[config.mk]
export PLATFORM = sky130hd
export DESIGN_NAME = papr_top
export DESIGN_NICKNAME = d
export VERILOG_FILES = /design/src/design/papr_pkg.sv /design/src/design/papr_stream_if.sv /design/src/design/papr_buf.sv /design/src/design/papr_top.sv
export VERILOG_INCLUDE_DIRS = /design/src /design/src/design
export SDC_FILE = /design/constraint.sdc
export NUM_CORES = 2
export LEC_CHECK = 0
export ABC_AREA = 1
export BUFFER_PORTS_ARGS = -buffer_cell sky130_fd_sc_hd__buf_4
export CORE_UTILIZATION = 30
export CTS_CLUSTER_SIZE = 16
export DETAILED_ROUTE_END_ITERATION = 8
export SLEW_MARGIN = 15
export SYNTH_ARGS = -nofsm -noshare
export SYNTH_HDL_FRONTEND = slang
export SYNTH_SLANG_ARGS = --single-unit
[constraint.sdc]
create_clock -name sys_clk -period 10 [get_ports sys_clk]
set_input_delay 2 -clock sys_clk [delete_from_list [all_inputs] [get_ports sys_clk]]
set_output_delay 2 -clock sys_clk [all_outputs]
set_load 0.03 [all_outputs]
[src/design/papr_map.svh]
// constants for the print area and relative position command parser
`ifndef PAPR_MAP_SVH
`define PAPR_MAP_SVH
// ---------------------------------------------------------------
// command bytes
// ---------------------------------------------------------------
`define PAPR_ESC 8'h1B
`define PAPR_SET_AREA 8'h57
`define PAPR_REL_POS 8'h5C
// ---------------------------------------------------------------
// argument counts (index of last argument byte)
// ---------------------------------------------------------------
`define PAPR_AREA_LAST 3'h7
`define PAPR_REL_LAST 3'h1
// ---------------------------------------------------------------
// printable limits in dots at unit pitch
// ---------------------------------------------------------------
`define PAPR_HLIM 25'h0000240
`define PAPR_VLIM 25'h0000300
// ---------------------------------------------------------------
// reset values
// ---------------------------------------------------------------
`define PAPR_RST_POS 24'h000000
`define PAPR_RST_AREA 24'h000000
`define PAPR_RST_WIDTH 24'h000240
`define PAPR_RST_HEIGHT 24'h000300
`define PAPR_ZERO_IDX 3'h0
`endif

[src/design/papr_pkg.sv]
// shared types of the print area and relative position parser
package papr_pkg;
  typedef enum logic [1:0] {
    PAPR_IDLE,
    PAPR_CODE,
    PAPR_ARGS,
    PAPR_EXEC
  } papr_state_e;
  typedef logic [7:0] papr_byte_t;
endpackage

[src/design/papr_stream_if.sv]
// byte stream carrier between the buffer and the parser
`timescale 1ns/100ps
interface papr_stream_if;
  logic valid;
  logic ready;
  logic [7:0] data;
  modport src (output valid, output data, input ready);
  modport snk (input valid, input data, output ready);
endinterface

[src/design/papr_buf.sv]
// two-entry byte buffer between host stream and parser
`timescale 1ns/100ps
module papr_buf
  import papr_pkg::*;
#(
  parameter int DW = 8
) (
  input wire logic sys_clk, // 250 MHz clock
  input wire logic rst_n, // synchronous reset, active low
  input wire logic in_valid, // host byte valid
  input wire logic [DW-1:0] in_data, // host byte
  output logic in_ready, // buffer has room
  papr_stream_if.src out // toward the parser
);
  logic [DW-1:0] ent [2];
  logic [DW-1:0] next_ent [2];
  logic [1:0] cnt;
  logic [1:0] next_cnt;
  logic next_in_ready;
  logic push;
  logic pop;

  assign out.valid = (cnt != 2'h0);
  assign out.data = ent[0];

  always_comb begin
    push = in_valid && in_ready;
    pop = out.valid && out.ready;
    next_ent = ent;
    next_cnt = cnt;
    if (pop) begin
      next_ent[0] = ent[1];
      next_cnt = next_cnt - 2'h1;
    end
    if (push) begin
      next_ent[next_cnt[0]] = in_data;
      next_cnt = next_cnt + 2'h1;
    end
    // ready is registered so the host sees a clean flop output
    next_in_ready = (next_cnt != 2'h2);
  end

  always_ff @(posedge sys_clk) begin
    if (!rst_n) begin
      cnt <= 2'h0;
      in_ready <= 1'b0;
      ent[0] <= '0;
      ent[1] <= '0;
    end else begin
      cnt <= next_cnt;
      in_ready <= next_in_ready;
      ent <= next_ent;
    end
  end

  no_overfill_a: assert property (@(posedge sys_clk) disable iff (!rst_n)
    cnt == 2'h2 |-> !in_ready) else $error("buffer full but ready high");
endmodule

[src/design/papr_top.sv]
// page-mode print area and relative print position command parser
// ---------------------------------------------------------------
// Behaviour
// - the set-area command takes x, y, width and height as little-endian pairs scaled by pitch.
// - a width that overruns the printable area is cut to the horizontal limit minus x, or to zero when x is at or past that limit.
// - a height that overruns the printable area is cut to the vertical limit minus y, or to zero when y is at or past that limit.
// - the relative move sets the position to the current one plus offset times pitch.
// - a relative move that leaves the print range is dropped and the position kept.
// ---------------------------------------------------------------
`timescale 1ns/100ps
`include "papr_map.svh"
module papr_top
  import papr_pkg::*;
#(
  parameter int PW = 8, // width of the basic calculated pitch
  parameter int DW = 24 // width of scaled dot values
) (
  input wire logic sys_clk, // 250 MHz clock
  input wire logic rst_n, // synchronous reset, active low
  input wire logic in_valid, // host command byte valid
  input wire logic [7:0] in_byte, // host command byte
  output logic in_ready, // byte accepted when high with valid
  input wire logic [PW-1:0] pitch, // basic calculated pitch
  output logic [DW-1:0] area_x, // horizontal start in dots
  output logic [DW-1:0] area_y, // vertical start in dots
  output logic [DW-1:0] area_width, // stored width in dots
  output logic [DW-1:0] area_height, // stored height in dots
  output logic [DW-1:0] print_pos, // next print start in dots
  output logic area_set, // pulse: area updated
  output logic pos_moved, // pulse: relative move applied
  output logic pos_ignored // pulse: relative move dropped
);
  papr_stream_if bus ();

  papr_buf #(.DW(8)) u_buf (
    .sys_clk(sys_clk),
    .rst_n(rst_n),
    .in_valid(in_valid),
    .in_data(in_byte),
    .in_ready(in_ready),
    .out(bus.src)
  );

  // ---------------------------------------------------------------
  // parser state
  // ---------------------------------------------------------------
  papr_state_e state, next_state;
  logic cmd_area, next_cmd_area;
  logic [2:0] idx, next_idx;
  papr_byte_t arg [8];
  papr_byte_t next_arg [8];
  logic [DW-1:0] next_area_x, next_area_y, next_area_width, next_area_height;
  logic [DW-1:0] next_print_pos;
  logic next_area_set, next_pos_moved, next_pos_ignored;
  logic take;
  logic [DW-1:0] sx, sy, sw, sh, soff;
  logic [DW:0] rel_sum;
  logic rel_over;

  // the parser stalls the buffer while it executes, so bytes queue up
  assign bus.ready = (state != PAPR_EXEC);
  assign take = bus.valid && bus.ready;

  // ---------------------------------------------------------------
  // scaling and range checks
  // ---------------------------------------------------------------
  always_comb begin
    sx = DW'({arg[1], arg[0]} * pitch);
    sy = DW'({arg[3], arg[2]} * pitch);
    sw = DW'({arg[5], arg[4]} * pitch);
    sh = DW'({arg[7], arg[6]} * pitch);
    soff = DW'({arg[1], arg[0]} * pitch);
    rel_sum = {1'b0, print_pos} + {1'b0, soff};
    // print range is the horizontal printable extent
    rel_over = (rel_sum >= `PAPR_HLIM);
  end

  // ---------------------------------------------------------------
  // next values
  // ---------------------------------------------------------------
  always_comb begin
    next_state = state;
    next_cmd_area = cmd_area;
    next_idx = idx;
    next_arg = arg;
    next_area_x = area_x;
    next_area_y = area_y;
    next_area_width = area_width;
    next_area_height = area_height;
    next_print_pos = print_pos;
    next_area_set = 1'b0;
    next_pos_moved = 1'b0;
    next_pos_ignored = 1'b0;
    case (state)
      PAPR_IDLE: begin
        if (take && bus.data == `PAPR_ESC) begin
          next_state = PAPR_CODE;
        end
      end
      PAPR_CODE: begin
        if (take) begin
          next_idx = `PAPR_ZERO_IDX;
          if (bus.data == `PAPR_SET_AREA) begin
            next_cmd_area = 1'b1;
            next_state = PAPR_ARGS;
          end else if (bus.data == `PAPR_REL_POS) begin
            next_cmd_area = 1'b0;
            next_state = PAPR_ARGS;
          end else begin
            // unknown codes belong to other blocks; resync on next escape
            next_state = PAPR_IDLE;
          end
        end
      end
      PAPR_ARGS: begin
        if (take) begin
          next_arg[idx] = bus.data;
          next_idx = idx + 3'h1;
          if (idx == (cmd_area ? `PAPR_AREA_LAST : `PAPR_REL_LAST)) begin
            next_state = PAPR_EXEC;
          end
        end
      end
      PAPR_EXEC: begin
        next_state = PAPR_IDLE;
        if (cmd_area) begin
          next_area_x = sx;
          next_area_y = sy;
          next_area_width = sw;
          next_area_height = sh;
          if ({1'b0, sx} + {1'b0, sw} > `PAPR_HLIM) begin
            next_area_width = (sx >= DW'(`PAPR_HLIM)) ? '0 : DW'(`PAPR_HLIM) - sx;
          end
          if ({1'b0, sy} + {1'b0, sh} > `PAPR_VLIM) begin
            next_area_height = (sy >= DW'(`PAPR_VLIM)) ? '0 : DW'(`PAPR_VLIM) - sy;
          end
          next_area_set = 1'b1;
        end else if (rel_over) begin
          next_pos_ignored = 1'b1;
        end else begin
          next_print_pos = rel_sum[DW-1:0];
          next_pos_moved = 1'b1;
        end
      end
      default: begin
        next_state = PAPR_IDLE;
      end
    endcase
  end

  always_ff @(posedge sys_clk) begin
    if (!rst_n) begin
      state <= PAPR_IDLE;
      cmd_area <= 1'b0;
      idx <= `PAPR_ZERO_IDX;
      for (int i = 0; i < 8; i++) begin
        arg[i] <= '0;
      end
      area_x <= `PAPR_RST_AREA;
      area_y <= `PAPR_RST_AREA;
      area_width <= `PAPR_RST_WIDTH;
      area_height <= `PAPR_RST_HEIGHT;
      print_pos <= `PAPR_RST_POS;
      area_set <= 1'b0;
      pos_moved <= 1'b0;
      pos_ignored <= 1'b0;
    end else begin
      state <= next_state;
      cmd_area <= next_cmd_area;
      idx <= next_idx;
      arg <= next_arg;
      area_x <= next_area_x;
      area_y <= next_area_y;
      area_width <= next_area_width;
      area_height <= next_area_height;
      print_pos <= next_print_pos;
      area_set <= next_area_set;
      pos_moved <= next_pos_moved;
      pos_ignored <= next_pos_ignored;
    end
  end

  // ---------------------------------------------------------------
  // checks
  // ---------------------------------------------------------------
  area_scale_a: assert property (@(posedge sys_clk) disable iff (!rst_n)
    state == PAPR_EXEC && cmd_area |=> area_set && area_x == $past(sx) && area_y == $past(sy))
    else $error("area start not scaled from arguments");
  width_clip_a: assert property (@(posedge sys_clk) disable iff (!rst_n)
    area_set && area_x < DW'(`PAPR_HLIM) |-> {1'b0, area_x} + {1'b0, area_width} <= `PAPR_HLIM)
    else $error("area width overruns horizontal limit");
  height_clip_a: assert property (@(posedge sys_clk) disable iff (!rst_n)
    area_set && area_y < DW'(`PAPR_VLIM) |-> {1'b0, area_y} + {1'b0, area_height} <= `PAPR_VLIM)
    else $error("area height overruns vertical limit");
  rel_order_a: assert property (@(posedge sys_clk) disable iff (!rst_n)
    state == PAPR_CODE && take && bus.data == `PAPR_REL_POS
    |=> state == PAPR_ARGS && !cmd_area && idx == `PAPR_ZERO_IDX)
    else $error("relative move did not start argument collection");
  pos_move_a: assert property (@(posedge sys_clk) disable iff (!rst_n)
    state == PAPR_EXEC && !cmd_area && !rel_over
    |=> pos_moved && print_pos == $past(rel_sum[DW-1:0]))
    else $error("relative move not applied");
  pos_hold_a: assert property (@(posedge sys_clk) disable iff (!rst_n)
    state == PAPR_EXEC && !cmd_area && rel_over |=> pos_ignored && $stable(print_pos))
    else $error("out of range move changed position");
  exec_after_args_a: assert property (@(posedge sys_clk) disable iff (!rst_n)
    state == PAPR_EXEC |-> $past(state) == PAPR_ARGS ##1 state == PAPR_IDLE)
    else $error("command acted out of sequence");
  exec_stall_a: assert property (@(posedge sys_clk) disable iff (!rst_n)
    bus.valid && !bus.ready |=> bus.valid && $stable(bus.data))
    else $error("buffered byte lost while parser stalled");
  area_code_a: assert property (@(posedge sys_clk) disable iff (!rst_n)
    state == PAPR_CODE && take && bus.data == `PAPR_SET_AREA
    |=> state == PAPR_ARGS && cmd_area && idx == `PAPR_ZERO_IDX)
    else $error("area command did not start argument collection");
  width_keep_a: assert property (@(posedge sys_clk) disable iff (!rst_n)
    state == PAPR_EXEC && cmd_area && {1'b0, sx} + {1'b0, sw} <= `PAPR_HLIM
    |=> area_width == $past(sw)) else $error("fitting width was altered");
  height_keep_a: assert property (@(posedge sys_clk) disable iff (!rst_n)
    state == PAPR_EXEC && cmd_area && {1'b0, sy} + {1'b0, sh} <= `PAPR_VLIM
    |=> area_height == $past(sh)) else $error("fitting height was altered");
  code_resync_a: assert property (@(posedge sys_clk) disable iff (!rst_n)
    state == PAPR_CODE && take && bus.data != `PAPR_SET_AREA && bus.data != `PAPR_REL_POS
    |=> state == PAPR_IDLE) else $error("unknown code did not return to idle");
endmodule

==> results.json <==
{
  "synth_edf_count": 0,
  "cp-start-kind": "primary input",
  "antenna_found_initial": 0,
  "cts-resized-gates": 0,
  "start_util_pct": 30.4,
  "grt_pass1_wl_mm": 154,
  "status": "finished, final reports clean",
  "skew_ps": 18.7,
  "power_switching_mw": 0.645,
  "synthArstFlopShare_pct": 0,
  "r2r_end": "area_height[14]",
  "postRouteAntennaNets": 0,
  "slew_headroom_pct": 37.8,
  "synth_seq_area_share_pct": 13.7,
  "cts_tree": "built",
  "hold_ws_ps": 467,
  "r2r_slack_ps": 2660,
  "synth_cells": 4644,
  "postCtsSetupBuffers": 0,
  "drt-vias-per-instance": 4.72,
  "hold_class": "flop to flop",
  "drt-total-wl_mm": 97.2,
  "synth-warning-count": 0,
  "grt_usage_pct": 18.6,
  "power_mw": 2.18,
  "max_freq_ghz": 0.113,
  "drc_errors": 0,
  "first_iter_violations": 2286,
  "drv_slew": 0,
  "cts.clk_slew.worst_paths_ps": 70,
  "tns_ps": 0,
  "setup_violations": 0,
  "firstDrtPassIters": 7,
  "final_cell_count_no_fill": 6044,
  "worst_path_most_repeated_cell": "nand2_1",
  "critPathRequiredTime_ps": 10520,
  "p_comb_share_pct": 10.9,
  "fp.dieH_um": 324,
  "pin_count": 143,
  "grt_pass1_vias": 27900,
  "period_needed_ps": 8850,
  "holdCritStartpoint": "area_width[5]",
  "die_x_um": 324,
  "synth_ff_type": "dfxtp_1",
  "postPlaceCellArea_sq_mm": 0.0333,
  "worstReg2RegStart": "arg[8]",
  "gp_congestion": 0.910,
  "whs_path_depth": 2,
  "port_buffers": 142,
  "seqPwrFrac_pct": 40.9,
  "num-nets-final": 5268,
  "grt_start_max_net_pins": 84,
  "critPathSlowestCell": "xnor2_1",
  "synth_seq_cells": 212,
  "hold-path-endpoint": "area_width[5]",
  "internal_power_mw": 1.53,
  "fp.dieArea_sq_mm": 0.105,
  "vias": 28600,
  "numCtsBuffers": 26,
  "critical_path_arrival_ps": 9370,
  "p_leak_nw": 20.3,
  "dpl.hpwl_mm": 77.7,
  "ys_types": 55,
  "insertion_delay_ps": 600,
  "htreeDepth": 1,
  "pre_cts_ws_ps": 635,
  "drive_above_1_share_pct": 6.87,
  "worst_pin_slew_ps": 929,
  "synthesis.area_sq_mm": 0.0311,
  "finalHoldViolCount": 0,
  "crit_path_end_kind": "flop",
  "syn_to_final_growth_pct": 10.2,
  "numClockSinks": 212,
  "fin_crit_sh_pct": 88.5,
  "swShare_pct": 29.6,
  "grt_overflow": 0,
  "crit_path_max_incr_delay_ps": 600,
  "final_util_pct": 33.5,
  "max-vdd-ir-drop_mv": 0.117,
  "ff2ff_path_depth": 31,
  "coreArea_sq_mm": 0.102,
  "final_area_sq_mm": 0.0342,
  "dp_cells": 5995,
  "cts_root_buffer": "clkbuf_16",
  "rows": 117,
  "pwr-share-clk_pct": 48.2,
  "critPathMaxFanout": 32,
  "cts_buffer_depth": 3,
  "maxCapViolCount": 0,
  "drt-wirelength-per-cell_um": 16.1,
  "hold_buffers": 0,
  "rsz0062_at_grt": "no",
  "power.density_mw_per_mm2": 63.7,
  "syn_area_per_cell_sq_um": 6.69,
  "setup_slack_ps": 1150,
  "syn_nets": 5257,
  "critPathKind": "primary input to flop"
}
==> critical path: cells and delay by family <==
kind            cells  cell delay, ps
fa+ha+maj           6            2510
buf+inv             9            1930
xor+xnor            1             600
simple gates       16            1720
compound gates      3             550
==> power by group through the flow <==
stage	Combinational, mW	Sequential (mW)	Clock, mW
after floorplan	0.146	0.906	0
after global placement	0.239	0.909	0
after detailed placement	0.240	0.909	0
after CTS	0.240	0.891	1.08
after global routing	0.263	0.894	1.10
final	0.238	0.891	1.05
==> worst max-delay path by stage <==
stage / startpoint / depth (start not counted) / slack, ps / to
2_1_floorplan: pitch[7] / 35 / 1740 / area_height[15]
3_3_place_gp: pitch[4] / 34 / 630 / print_pos[4]
3_5_place_dp: pitch[4] / 35 / 640 / area_width[20]
4_1_cts: pitch[4] / 35 / 1220 / area_width[20]
5_1_grt: pitch[4] / 38 / 450 / print_pos[7]
6_report: pitch[4] / 35 / 1150 / area_width[20]
==> placed cells by master, fill, tap and decap left out, types with 11 or more instances in the layout <==
| cell type | Yosys | layout |
|---|---|---|
| nand3b_1 | 20 | 20 |
| nand2_1 | 1282 | 1282 |
| nor2_1 | 243 | 242 |
| dfxtp_1 | 212 | 212 |
| buf_4 | 1 | 167 |
| nand3_2 | 24 | 24 |
| a21o_1 | 11 | 11 |
| a31oi_1 | 12 | 12 |
| inv_1 | 1064 | 1064 |
| nand3_1 | 202 | 202 |
| nor3_1 | 43 | 43 |
| xnor2_1 | 28 | 28 |
| o21bai_1 | 22 | 22 |
| xor2_1 | 52 | 52 |
| clkbuf_16 | 0 | 27 |
| nor2_2 | 12 | 12 |
| o21ai_0 | 199 | 199 |
| nand2_2 | 15 | 15 |
| nand4_1 | 62 | 62 |
| fa_1 | 339 | 339 |
| a21oi_2 | 28 | 28 |
| ha_1 | 255 | 255 |
| a21oi_1 | 244 | 244 |
| o211ai_1 | 25 | 25 |
==> cell families (layout without fill, tap and decap cells) <==
kind of cell	after synthesis	after routing	synth area share [%]
AND/OR/NAND/NOR	1930	1930	26.3
buffers and inverters	1265	1296	15.5
adder cells (fa/ha/maj)	594	594	32.1
AO/OA/AOI/OAI	561	561	10.1
flip-flops	212	212	13.7
XOR/XNOR	81	81	2.31
multiplexers	1	1	0.0363
other	0	1	0
==> per-layer routing <==
layer / vias to the layer above / global-route usage [%] / part of all wire [%]
li1: 14100 / - / -
met1: 13600 / 25.1 / 46
met2: 712 / 31.9 / 48
met3: 107 / 1.81 / 4.5
met4: 0 / 4.09 / 2.3
met5: - / 0 / 0
==> final cells by class <==
class / instances / area, sq um
repair buffers: 168 / 1270
multi-input cells: 3167 / 22000
clock buffers: 36 / 759
clock inverters: 12 / 158
flip-flops and latches: 212 / 4240
fillers: 11300 / 68000
well taps: 1368 / 1710
inverters: 1080 / 4060
diodes: 1 / 2.50
==> state kept, by name, summed over array words and instances, names as in the netlist, named ones only <==
register        flops
u_buf.out.data      8
u_buf.ent           8
print_pos          24
idx                 3
area_set            1
area_y             24
pos_moved           1
area_x             24
area_height        24
u_buf.in_ready      1
pos_ignored         1
state               1
cmd_area            1
u_buf.cnt           2
area_width         24
arg                64
==> cells in the mapped netlist (all sizes together), types with 2 or more instances <==
cell	instances	area, sq um
a21boi	4	37.5
nand4	63	409
a21o	11	82.6
ha	255	3190
fa	339	6790
o21bai	22	165
clkbuf	146	548
clkinv	8	31.3
o2111ai	2	17.5
inv	1072	4020
o31ai	3	22.5
xnor2	28	245
dfxtp	212	4240
buf	39	206
nand3b	20	150
nor4	9	56.3
a21oi	273	1480
a31oi	12	75.1
nand3	227	1270
nor3	48	278
o21a	3	22.5
nor2	259	1040
and2	3	18.8
a211oi	4	30.0
xor2	53	472
o21ai	202	1010
nand2	1299	4930
o211ai	25	188
No activity file was read; power rests on OpenSTA's default activity.
